File: src/design/pcs_pkg.sv
// Package: register map, field layout, reset values and encodings of the multipurpose port
`default_nettype none
package pcs_pkg;
  localparam int NPINS = 4;
  // Byte addresses on the special function register port
  localparam logic [7:0] ADDR_EXTRA_IRQ_CONTROL = 8'hc0;
  localparam logic [7:0] ADDR_LOW_PINS_CONFIG = 8'hc2;
  localparam logic [7:0] ADDR_HIGH_PINS_CONFIG = 8'hc3;
  localparam logic [7:0] ADDR_PIN_DATA = 8'hd8;
  localparam logic [7:0] ADDR_STROBE_POLARITY = 8'hae;
  localparam logic [7:0] ADDR_BASE_LOW [NPINS] = '{8'h84, 8'h94, 8'hac, 8'hb4};
  localparam logic [7:0] ADDR_BASE_HIGH [NPINS] = '{8'h85, 8'h95, 8'had, 8'hb5};
  // Bit-addressable registers span eight bit addresses from their byte address
  localparam logic [4:0] BITSPACE_IRQ = 5'h18;
  localparam logic [4:0] BITSPACE_DATA = 5'h1b;
  // Reset values
  localparam logic [7:0] RST_PIN_DATA = 8'h0f;
  localparam logic [7:0] RST_ZERO = 8'h00;
  // Polarity register: pins 3..0 at bits 7..4, bits 3:0 read zero
  localparam int POL_LSB = 4;
  // Config byte: even pin in bits 3:0, odd pin in bits 7:4; function above width
  localparam int CFG_FUN_POS = 2;
  localparam int CFG_CMP_POS = 0;
  localparam int CFG_PIN_SPAN = 4;
  // Extra interrupt control bit positions
  localparam int XI_TYPE2 = 0;
  localparam int XI_FLAG2 = 1;
  localparam int XI_EN2 = 2;
  localparam int XI_PRIO2 = 3;
  localparam int XI_TYPE3 = 4;
  localparam int XI_FLAG3 = 5;
  localparam int XI_EN3 = 6;
  localparam int XI_PRIO3 = 7;
  // Interrupt vectors and polling ranks
  localparam logic [7:0] VEC_IRQ_TWO = 8'h33;
  localparam logic [7:0] VEC_IRQ_THREE = 8'h3b;
  localparam logic [7:0] VEC_NONE = 8'h00;
  localparam int POLL_IRQ_TWO = 6;
  localparam int POLL_IRQ_THREE = 7;
  // Pins that feed the extra interrupts
  localparam int PIN_IRQ_TWO = 3;
  localparam int PIN_IRQ_THREE = 2;

  typedef enum logic [1:0] {
    MODE_GPIO = 2'b00,
    MODE_RD = 2'b01,
    MODE_WR = 2'b10,
    MODE_RW = 2'b11
  } pcs_mode_e;

  typedef enum logic [1:0] {
    CMP_FULL = 2'b00,
    CMP_A15_A1 = 2'b01,
    CMP_A15_A2 = 2'b10,
    CMP_A15_A8 = 2'b11
  } pcs_cmp_e;

  localparam logic [15:0] MASK_FULL = 16'hffff;
  localparam logic [15:0] MASK_A15_A1 = 16'hfffe;
  localparam logic [15:0] MASK_A15_A2 = 16'hfffc;
  localparam logic [15:0] MASK_A15_A8 = 16'hff00;
endpackage
`default_nettype wire

File: src/design/pcs_irq_if.sv
// Interface between the port core and the extra interrupt edge detector
`default_nettype none
interface pcs_irq_if;
  logic [1:0] level;
  logic [1:0] falling;
  modport core (output level, input falling);
  modport det (input level, output falling);
endinterface
`default_nettype wire

File: src/design/pcs_edge_det.sv
// Falling-edge detector for the two extra interrupt inputs
`default_nettype none
module pcs_edge_det (
  input wire logic clock,   // Core clock
  input wire logic arst_n,  // Async reset, active low
  pcs_irq_if.det irq        // Levels in, falling-edge pulses out
);
  logic [1:0] prev_r;
  logic [1:0] prev_nxt;

  always_comb begin
    prev_nxt = irq.level;
    irq.falling = prev_r & ~irq.level;
  end

  always_ff @(posedge clock or negedge arst_n) begin
    if (!arst_n) begin
      prev_r <= 2'b11;
    end else begin
      prev_r <= prev_nxt;
    end
  end
endmodule
`default_nettype wire

File: src/design/pcs_decode.sv
// Address comparators and strobe qualification for the four port pins
`default_nettype none
module pcs_decode #(
  parameter int NPINS = 4
) (
  input wire logic [NPINS*16-1:0] base,  // Base addresses, pin 0 lowest
  input wire logic [NPINS*2-1:0] fun,    // Function fields
  input wire logic [NPINS*2-1:0] cmp,    // Compare-width fields
  input wire logic [15:0] addr,          // External access address
  input wire logic rd_n,                 // External read strobe, active low
  input wire logic wr_n,                 // External write strobe, active low
  output logic [NPINS-1:0] match,        // Address in pin range
  output logic [NPINS-1:0] active        // Strobe should be asserted
);
  function automatic logic [15:0] cmp_mask(input logic [1:0] w);
    case (w)
      pcs_pkg::CMP_FULL: cmp_mask = pcs_pkg::MASK_FULL;
      pcs_pkg::CMP_A15_A1: cmp_mask = pcs_pkg::MASK_A15_A1;
      pcs_pkg::CMP_A15_A2: cmp_mask = pcs_pkg::MASK_A15_A2;
      default: cmp_mask = pcs_pkg::MASK_A15_A8;
    endcase
  endfunction

  always_comb begin
    for (int i = 0; i < NPINS; i++) begin
      match[i] = ((addr ^ base[i*16 +: 16]) & cmp_mask(cmp[i*2 +: 2])) == 16'h0000;
      case (fun[i*2 +: 2])
        pcs_pkg::MODE_RD: active[i] = match[i] & ~rd_n;
        pcs_pkg::MODE_WR: active[i] = match[i] & ~wr_n;
        pcs_pkg::MODE_RW: active[i] = match[i] & (~rd_n | ~wr_n);
        default: active[i] = 1'b0;
      endcase
    end
  end
endmodule
`default_nettype wire

File: src/design/pcs_port4.sv
// Multipurpose four-pin port: quasi I/O, chip-select strobes and two extra interrupts
// What this block does
// - Four pins, each configured independently.
// - Mode 0 quasi-port; pins 2,3 feed interrupts.
// - Mode 1 read strobe on address match.
// - Mode 2 write strobe on address match.
// - Mode 3 strobe on read or write match.
// - Each pin has high/low base address bytes.
// - Width 00 compares all sixteen address bits.
// - Width 01 ignores address bit 0.
// - Width 10 ignores address bits 1:0.
// - Width 11 compares only the high byte.
// - High config holds pin 3 and pin 2.
// - Low config holds pin 1 and pin 0.
// - Interrupt control is bit addressable, C2 enable.
// - Control bits: prio,en,flag,type for 3 then 2.
// - Priority bit raises level; enable allows interrupt.
// - Type one falling edge, zero low level.
// - Edge flag set by hardware, cleared on service.
// - Vectors 33H and 3BH, two polled first.
// - Data bits 3:0 drive pins in mode 0.
// - Polarity bits 7:4 select strobe active level.
`default_nettype none
module pcs_port4 #(
  parameter int NPINS = 4
) (
  input wire logic clock,              // Core clock, 100 MHz
  input wire logic arst_n,             // Async reset, active low
  input wire logic [7:0] sfr_addr,     // Register byte address
  input wire logic sfr_wr,             // Byte write strobe
  input wire logic [7:0] sfr_wdata,    // Byte write data
  output logic [7:0] sfr_rdata,        // Read data, one cycle after address
  input wire logic [7:0] bit_addr,     // Bit address for set/clear instructions
  input wire logic bit_wr,             // Single-bit write strobe
  input wire logic bit_wval,           // Value written to the addressed bit
  input wire logic [15:0] ext_addr,    // External data access address
  input wire logic ext_rd_n,           // External read strobe, active low
  input wire logic ext_wr_n,           // External write strobe, active low
  input wire logic [NPINS-1:0] pin_in, // Pin levels
  output logic [NPINS-1:0] pin_out,    // Pin drive values
  output logic [NPINS-1:0] pin_oe,     // Pin drive enables, high drives
  input wire logic irq_two_ack,        // Interrupt two serviced, pulse
  input wire logic irq_three_ack,      // Interrupt three serviced, pulse
  output logic irq_two_req,            // Interrupt two request
  output logic irq_three_req,          // Interrupt three request
  output logic irq_two_high,           // Interrupt two at high priority
  output logic irq_three_high,         // Interrupt three at high priority
  output logic [7:0] irq_vector        // Vector of first pending extra interrupt
);
  logic [7:0] extra_irq_control_r, extra_irq_control_nxt;
  logic [7:0] cfg_lo_r, cfg_lo_nxt;
  logic [7:0] cfg_hi_r, cfg_hi_nxt;
  logic [7:0] data_r, data_nxt;
  logic [3:0] pol_r, pol_nxt;
  logic [7:0] base_lo_r [NPINS];
  logic [7:0] base_lo_nxt [NPINS];
  logic [7:0] base_hi_r [NPINS];
  logic [7:0] base_hi_nxt [NPINS];
  logic [7:0] rdata_r, rdata_nxt;
  logic [NPINS-1:0] out_r, out_nxt, oe_r, oe_nxt;
  logic req2_r, req2_nxt, req3_r, req3_nxt;
  logic hi2_r, hi2_nxt, hi3_r, hi3_nxt;
  logic [7:0] vec_r, vec_nxt;
  logic [NPINS*16-1:0] base_flat;
  logic [NPINS*2-1:0] fun_flat, cmp_flat;
  logic [NPINS-1:0] match, active, gpio;
  logic in2, in3;

  pcs_irq_if irq_if ();

  // Per-pin field extraction from the two config bytes
  always_comb begin
    for (int i = 0; i < NPINS; i++) begin
      if (i >= 2) begin
        fun_flat[i*2 +: 2] =
          cfg_hi_r[(i % 2)*pcs_pkg::CFG_PIN_SPAN + pcs_pkg::CFG_FUN_POS +: 2];
        cmp_flat[i*2 +: 2] =
          cfg_hi_r[(i % 2)*pcs_pkg::CFG_PIN_SPAN + pcs_pkg::CFG_CMP_POS +: 2];
      end else begin
        fun_flat[i*2 +: 2] = cfg_lo_r[i*pcs_pkg::CFG_PIN_SPAN + pcs_pkg::CFG_FUN_POS +: 2];
        cmp_flat[i*2 +: 2] = cfg_lo_r[i*pcs_pkg::CFG_PIN_SPAN + pcs_pkg::CFG_CMP_POS +: 2];
      end
      base_flat[i*16 +: 16] = {base_hi_r[i], base_lo_r[i]};
      gpio[i] = fun_flat[i*2 +: 2] == pcs_pkg::MODE_GPIO;
    end
    // A pin in strobe mode reads as idle-high so it never raises an interrupt
    in2 = gpio[pcs_pkg::PIN_IRQ_TWO] ? pin_in[pcs_pkg::PIN_IRQ_TWO] : 1'b1;
    in3 = gpio[pcs_pkg::PIN_IRQ_THREE] ? pin_in[pcs_pkg::PIN_IRQ_THREE] : 1'b1;
    irq_if.level = {in3, in2};
  end

  pcs_edge_det u_edge (
    .clock(clock),
    .arst_n(arst_n),
    .irq(irq_if.det)
  );

  pcs_decode #(.NPINS(NPINS)) u_decode (
    .base(base_flat),
    .fun(fun_flat),
    .cmp(cmp_flat),
    .addr(ext_addr),
    .rd_n(ext_rd_n),
    .wr_n(ext_wr_n),
    .match(match),
    .active(active)
  );

  // Register file: byte writes, bit writes, hardware flag updates
  always_comb begin
    logic fall2;
    logic fall3;
    fall2 = irq_if.falling[0];
    fall3 = irq_if.falling[1];
    extra_irq_control_nxt = extra_irq_control_r;
    cfg_lo_nxt = cfg_lo_r;
    cfg_hi_nxt = cfg_hi_r;
    data_nxt = data_r;
    pol_nxt = pol_r;
    base_lo_nxt = base_lo_r;
    base_hi_nxt = base_hi_r;
    if (irq_two_ack && extra_irq_control_r[pcs_pkg::XI_TYPE2]) begin
      extra_irq_control_nxt[pcs_pkg::XI_FLAG2] = 1'b0;
    end
    if (irq_three_ack && extra_irq_control_r[pcs_pkg::XI_TYPE3]) begin
      extra_irq_control_nxt[pcs_pkg::XI_FLAG3] = 1'b0;
    end
    if (sfr_wr) begin
      case (sfr_addr)
        pcs_pkg::ADDR_EXTRA_IRQ_CONTROL: extra_irq_control_nxt = sfr_wdata;
        pcs_pkg::ADDR_LOW_PINS_CONFIG: cfg_lo_nxt = sfr_wdata;
        pcs_pkg::ADDR_HIGH_PINS_CONFIG: cfg_hi_nxt = sfr_wdata;
        pcs_pkg::ADDR_PIN_DATA: data_nxt = sfr_wdata;
        pcs_pkg::ADDR_STROBE_POLARITY: pol_nxt = sfr_wdata[pcs_pkg::POL_LSB +: 4];
        default: begin
          for (int i = 0; i < NPINS; i++) begin
            if (sfr_addr == pcs_pkg::ADDR_BASE_LOW[i]) begin
              base_lo_nxt[i] = sfr_wdata;
            end
            if (sfr_addr == pcs_pkg::ADDR_BASE_HIGH[i]) begin
              base_hi_nxt[i] = sfr_wdata;
            end
          end
        end
      endcase
    end
    if (bit_wr && bit_addr[7:3] == pcs_pkg::BITSPACE_IRQ) begin
      extra_irq_control_nxt[bit_addr[2:0]] = bit_wval;
    end
    if (bit_wr && bit_addr[7:3] == pcs_pkg::BITSPACE_DATA) begin
      data_nxt[bit_addr[2:0]] = bit_wval;
    end
    // Hardware set wins over any clear in the same cycle
    if (fall2 && extra_irq_control_r[pcs_pkg::XI_TYPE2]) begin
      extra_irq_control_nxt[pcs_pkg::XI_FLAG2] = 1'b1;
    end
    if (fall3 && extra_irq_control_r[pcs_pkg::XI_TYPE3]) begin
      extra_irq_control_nxt[pcs_pkg::XI_FLAG3] = 1'b1;
    end
  end

  // Read data, pin drive and interrupt outputs
  always_comb begin
    rdata_nxt = 8'h00;
    case (sfr_addr)
      pcs_pkg::ADDR_EXTRA_IRQ_CONTROL: rdata_nxt = extra_irq_control_r;
      pcs_pkg::ADDR_LOW_PINS_CONFIG: rdata_nxt = cfg_lo_r;
      pcs_pkg::ADDR_HIGH_PINS_CONFIG: rdata_nxt = cfg_hi_r;
      pcs_pkg::ADDR_PIN_DATA: rdata_nxt = {4'h0, pin_in};
      pcs_pkg::ADDR_STROBE_POLARITY: rdata_nxt = {pol_r, 4'h0};
      default: begin
        for (int i = 0; i < NPINS; i++) begin
          if (sfr_addr == pcs_pkg::ADDR_BASE_LOW[i]) begin
            rdata_nxt = base_lo_r[i];
          end
          if (sfr_addr == pcs_pkg::ADDR_BASE_HIGH[i]) begin
            rdata_nxt = base_hi_r[i];
          end
        end
      end
    endcase
    for (int i = 0; i < NPINS; i++) begin
      if (gpio[i]) begin
        // Quasi-bidirectional: drive only a low, a one is left to the pull-up
        out_nxt[i] = data_r[i];
        oe_nxt[i] = ~data_r[i];
      end else begin
        out_nxt[i] = pol_r[i] ? active[i] : ~active[i];
        oe_nxt[i] = 1'b1;
      end
    end
    req2_nxt = extra_irq_control_r[pcs_pkg::XI_EN2] &
               (extra_irq_control_r[pcs_pkg::XI_TYPE2] ? extra_irq_control_r[pcs_pkg::XI_FLAG2] : ~in2);
    req3_nxt = extra_irq_control_r[pcs_pkg::XI_EN3] &
               (extra_irq_control_r[pcs_pkg::XI_TYPE3] ? extra_irq_control_r[pcs_pkg::XI_FLAG3] : ~in3);
    hi2_nxt = extra_irq_control_r[pcs_pkg::XI_PRIO2];
    hi3_nxt = extra_irq_control_r[pcs_pkg::XI_PRIO3];
    if (req2_nxt) begin
      vec_nxt = pcs_pkg::VEC_IRQ_TWO;
    end else if (req3_nxt) begin
      vec_nxt = pcs_pkg::VEC_IRQ_THREE;
    end else begin
      vec_nxt = pcs_pkg::VEC_NONE;
    end
  end

  always_ff @(posedge clock or negedge arst_n) begin
    if (!arst_n) begin
      extra_irq_control_r <= pcs_pkg::RST_ZERO;
      cfg_lo_r <= pcs_pkg::RST_ZERO;
      cfg_hi_r <= pcs_pkg::RST_ZERO;
      data_r <= pcs_pkg::RST_PIN_DATA;
      pol_r <= 4'h0;
      for (int i = 0; i < NPINS; i++) begin
        base_lo_r[i] <= pcs_pkg::RST_ZERO;
        base_hi_r[i] <= pcs_pkg::RST_ZERO;
      end
      rdata_r <= pcs_pkg::RST_ZERO;
      out_r <= '1;
      oe_r <= '0;
      req2_r <= 1'b0;
      req3_r <= 1'b0;
      hi2_r <= 1'b0;
      hi3_r <= 1'b0;
      vec_r <= pcs_pkg::VEC_NONE;
    end else begin
      extra_irq_control_r <= extra_irq_control_nxt;
      cfg_lo_r <= cfg_lo_nxt;
      cfg_hi_r <= cfg_hi_nxt;
      data_r <= data_nxt;
      pol_r <= pol_nxt;
      base_lo_r <= base_lo_nxt;
      base_hi_r <= base_hi_nxt;
      rdata_r <= rdata_nxt;
      out_r <= out_nxt;
      oe_r <= oe_nxt;
      req2_r <= req2_nxt;
      req3_r <= req3_nxt;
      hi2_r <= hi2_nxt;
      hi3_r <= hi3_nxt;
      vec_r <= vec_nxt;
    end
  end

  assign sfr_rdata = rdata_r;
  assign pin_out = out_r;
  assign pin_oe = oe_r;
  assign irq_two_req = req2_r;
  assign irq_three_req = req3_r;
  assign irq_two_high = hi2_r;
  assign irq_three_high = hi3_r;
  assign irq_vector = vec_r;
endmodule
`default_nettype wire

File: config.mk
export PLATFORM = sky130hd
export DESIGN_NAME = pcs_port4
export DESIGN_NICKNAME = d
export VERILOG_FILES = /design/src/design/pcs_pkg.sv /design/src/design/pcs_irq_if.sv /design/src/design/pcs_edge_det.sv /design/src/design/pcs_decode.sv /design/src/design/pcs_port4.sv
export SDC_FILE = /design/constraint.sdc
export NUM_CORES = 1
export LEC_CHECK = 0
export BUFFER_PORTS_ARGS = -buffer_cell sky130_fd_sc_hd__buf_2
export CAP_MARGIN = 5
export CORE_AREA = 4 4 112 114
export DETAILED_ROUTE_END_ITERATION = 8
export DIE_AREA = 0 0 116 118
export GPL_ROUTABILITY_DRIVEN = 0
export GPL_TIMING_DRIVEN = 0
export HOLD_SLACK_MARGIN = 0.02
export PLACE_DENSITY = 0.9
export SYNTH_ARGS = -nofsm -noshare
export SYNTH_HDL_FRONTEND = slang
export SYNTH_SLANG_ARGS = --single-unit
File: constraint.sdc
create_clock -name clock -period 2.4 [get_ports clock]
set_input_delay 0.36 -clock clock [delete_from_list [all_inputs] [get_ports clock]]
set_output_delay 0.36 -clock clock [all_outputs]
set_load 0.005 [all_outputs]
==> metrics.yaml <==
fin_crit_sh_pct: 93.6
die_x_um: 116
numPortBuffers: 70
fin_hold_ws_ps: 25.2
final.setup.tns_ps: 0
vias_per_cell: 6.60
slowest_stage: "nor4_1"
cp_top_family: "compound AO/OA/AOI/OAI gates"
synth_most_common_cell: "dfrtp_1"
die_area_mm2: 0.0137
ir_worst_vdd_v: 0.000688
diodes: 0
drtPass1Iterations: 6
route.detailed.drc: 0
rsz0062_at_grt: "false"
fill_cells: 791
run_status: "completed"
critical_path_required_ps: 2740
grt_pass1_vias: 5870
crit_arrival_ps: 2580
syn_area_mm2: 0.00678
yosysSeqAreaShare_pct: 44.5
clock_latency_ps: 430
synth_largest_area_cell: "dfrtp_1"
finalNetCount: 757
totalWireLength_um: 20000
overflow: 0
yosys_warnings: 0
clockRootBuffer: "clkbuf_16"
crit_chain: "xor2_1, nor4_1, a31oi_1, o31a_1, o31ai_1"
ctsResizeCount: 0
htree_levels: 4
yosysUniqueCellTypes: 77
synth-seq-cells: 120
cts_tree: "done"
synth_top_area_share_pct: 40.6
vias: 5678
antenna_left: 0
cp-end-kind: "register"
hold_viol: 0
p_leak_nw: 3.70
crit_path_max_fanout: 4
cts_buffer_depth: 2
cts_buffers: 17
synth_area_per_cell_um2: 11.1
slew_viol_final: 0
track_usage_pct: 30.3
powerDensity_mw_per_mm2: 665
synth_commonest_cells: "110 x dfrtp_1, 82 x mux2_2, 48 x nor2_1, 43 x xor2_1, 32 x nand2_1"
min_period_ps: 2250
start_util_pct: 59.4
fin_skew_ps: 7.53
hold_buffers: 0
grt_pass1_wl_um: 31500
drtIter0Drc: 838
pre_cts_ws_ps: -85.4
core_mm2: 0.0114
critPathKind: "reg -> reg"
hold_path_class: "in -> async"
max_slew_margin_pct: 31.9
setup-violations-final: 0
rows: 39
post_cts_buffers: 0
die_y_um: 118
hpwl_um: 14800
synthFlopType: "dfrtp_1"
max_freq_mhz: 445
clk_pin_slew_ps: 50
layout-area-overhead-vs-synth_pct: 15.9
syn-instance-count: 612
synth_edf_count: 0
wire_per_inst_um: 23.3
antenna_found_initial: 0
cts_sinks: 120
worst_path_largest_cell_delay_ps: 730
io_pins: 81
worstMarginPinSlew_ps: 1010
path_buf_inv: 0
async_flop_share_pct: 100
cp-start-kind: "register"
drv_cap: 0
worst_slack_ps: 154
grt_start_max_net_pins: 65
ys_top_cells_by_area: "dfrtp_1 41%, mux2_2 14%, xor2_1 5.6%"
drive_gt1_share_pct: 32.2
-- logic make-up after synthesis --
logic type | share of synthesized area, %
xor+xnor | 8.27
other cells | 0.0553
flops | 44.5
compound gates | 11.8
mux | 18.3
simple gates | 13.8
buf+inv | 3.25
-- worst paths after layout --
kind                                             start                      to  slack (ps)  depth (start not counted)
worst max-delay path                     base_flat[54]              pin_out[3]         150                          5
worst min-delay path                            arst_n  extra_irq_control_r[3]          30                          1
worst max register to register           base_flat[54]              pin_out[3]         150                          5
worst min register to register  extra_irq_control_r[3]            irq_two_high         450                          0
max in group asynchronous                       arst_n              pin_out[1]        1580                          2
min in group clock                            bit_wval  extra_irq_control_r[6]         210                          2
-- per-stage QoR --
stage | area [um2] | utilization, % | instances | total power [mW]
floorplan | 6790 | - | 614 | 2.69
global placement | 7310 | 64.1 | 827 | 2.95
detailed placement | 7340 | 64.3 | 828 | 2.99
CTS | 7850 | 68.8 | 860 | 5.22
global route | 7850 | 68.8 | 860 | 5.39
finish | 7850 | 68.8 | 860 | 5.22
-- power breakdown --
group / switching, mW / internal [mW] / total [mW]
sequential: 0.128 / 2.17 / 2.30
combinational: 0.378 / 0.302 / 0.680
clock: 0.880 / 1.36 / 2.24
total: 1.39 / 3.84 / 5.22
-- sequential cells by signal, summed over array words and instances (netlist names) --
register and count:
base_flat 64, cfg_hi_r 8, cfg_lo_r 8, extra_irq_control_r 8, sfr_rdata 8, data_r 4
pin_oe 4, pin_out 4, pol_r 4, irq_vector 2, u_edge.prev_r 2, irq_three_high 1
irq_three_req 1, irq_two_high 1, irq_two_req 1
-- layout by cell type, fill, tap and decap left out, types with 9 or more instances in the layout --
cell / Yosys / layout
dfrtp_1: 110 / 110
mux2_2: 82 / 82
buf_2: 4 / 73
nor2_1: 48 / 48
xor2_1: 43 / 43
nand2_1: 32 / 32
clkbuf_1: 21 / 29
xnor2_1: 21 / 21
o21ai_0: 19 / 19
clkbuf_16: 0 / 17
o22ai_1: 16 / 16
mux2i_1: 15 / 15
a21oi_1: 13 / 13
nor4_1: 12 / 12
inv_1: 11 / 11
dfstp_2: 10 / 10
mux2_4: 9 / 9
-- cell type report --
class	count	area (um2)	share of cell area [%]
Multi-Input combinational cell	446	3550	45.2
Sequential cell	120	3020	38.4
Clock buffer	27	483	6.15
Timing Repair Buffer	71	380	4.84
Buffer	37	179	2.28
Tap cell	143	179	2.28
Inverter	11	41.3	0.526
Clock inverter	5	25.0	0.319
-- metal layers --
layer | share of wire (%) | GRT usage [%] | vias to the layer above
li1 | - | - | 2406
met1 | 37 | 38.7 | 2740
met2 | 45 | 44.0 | 416
met3 | 12 | 10.4 | 116
met4 | 6.1 | 18.0 | 0
met5 | 0 | 0 | -
(Power assumes the default switching activity.)
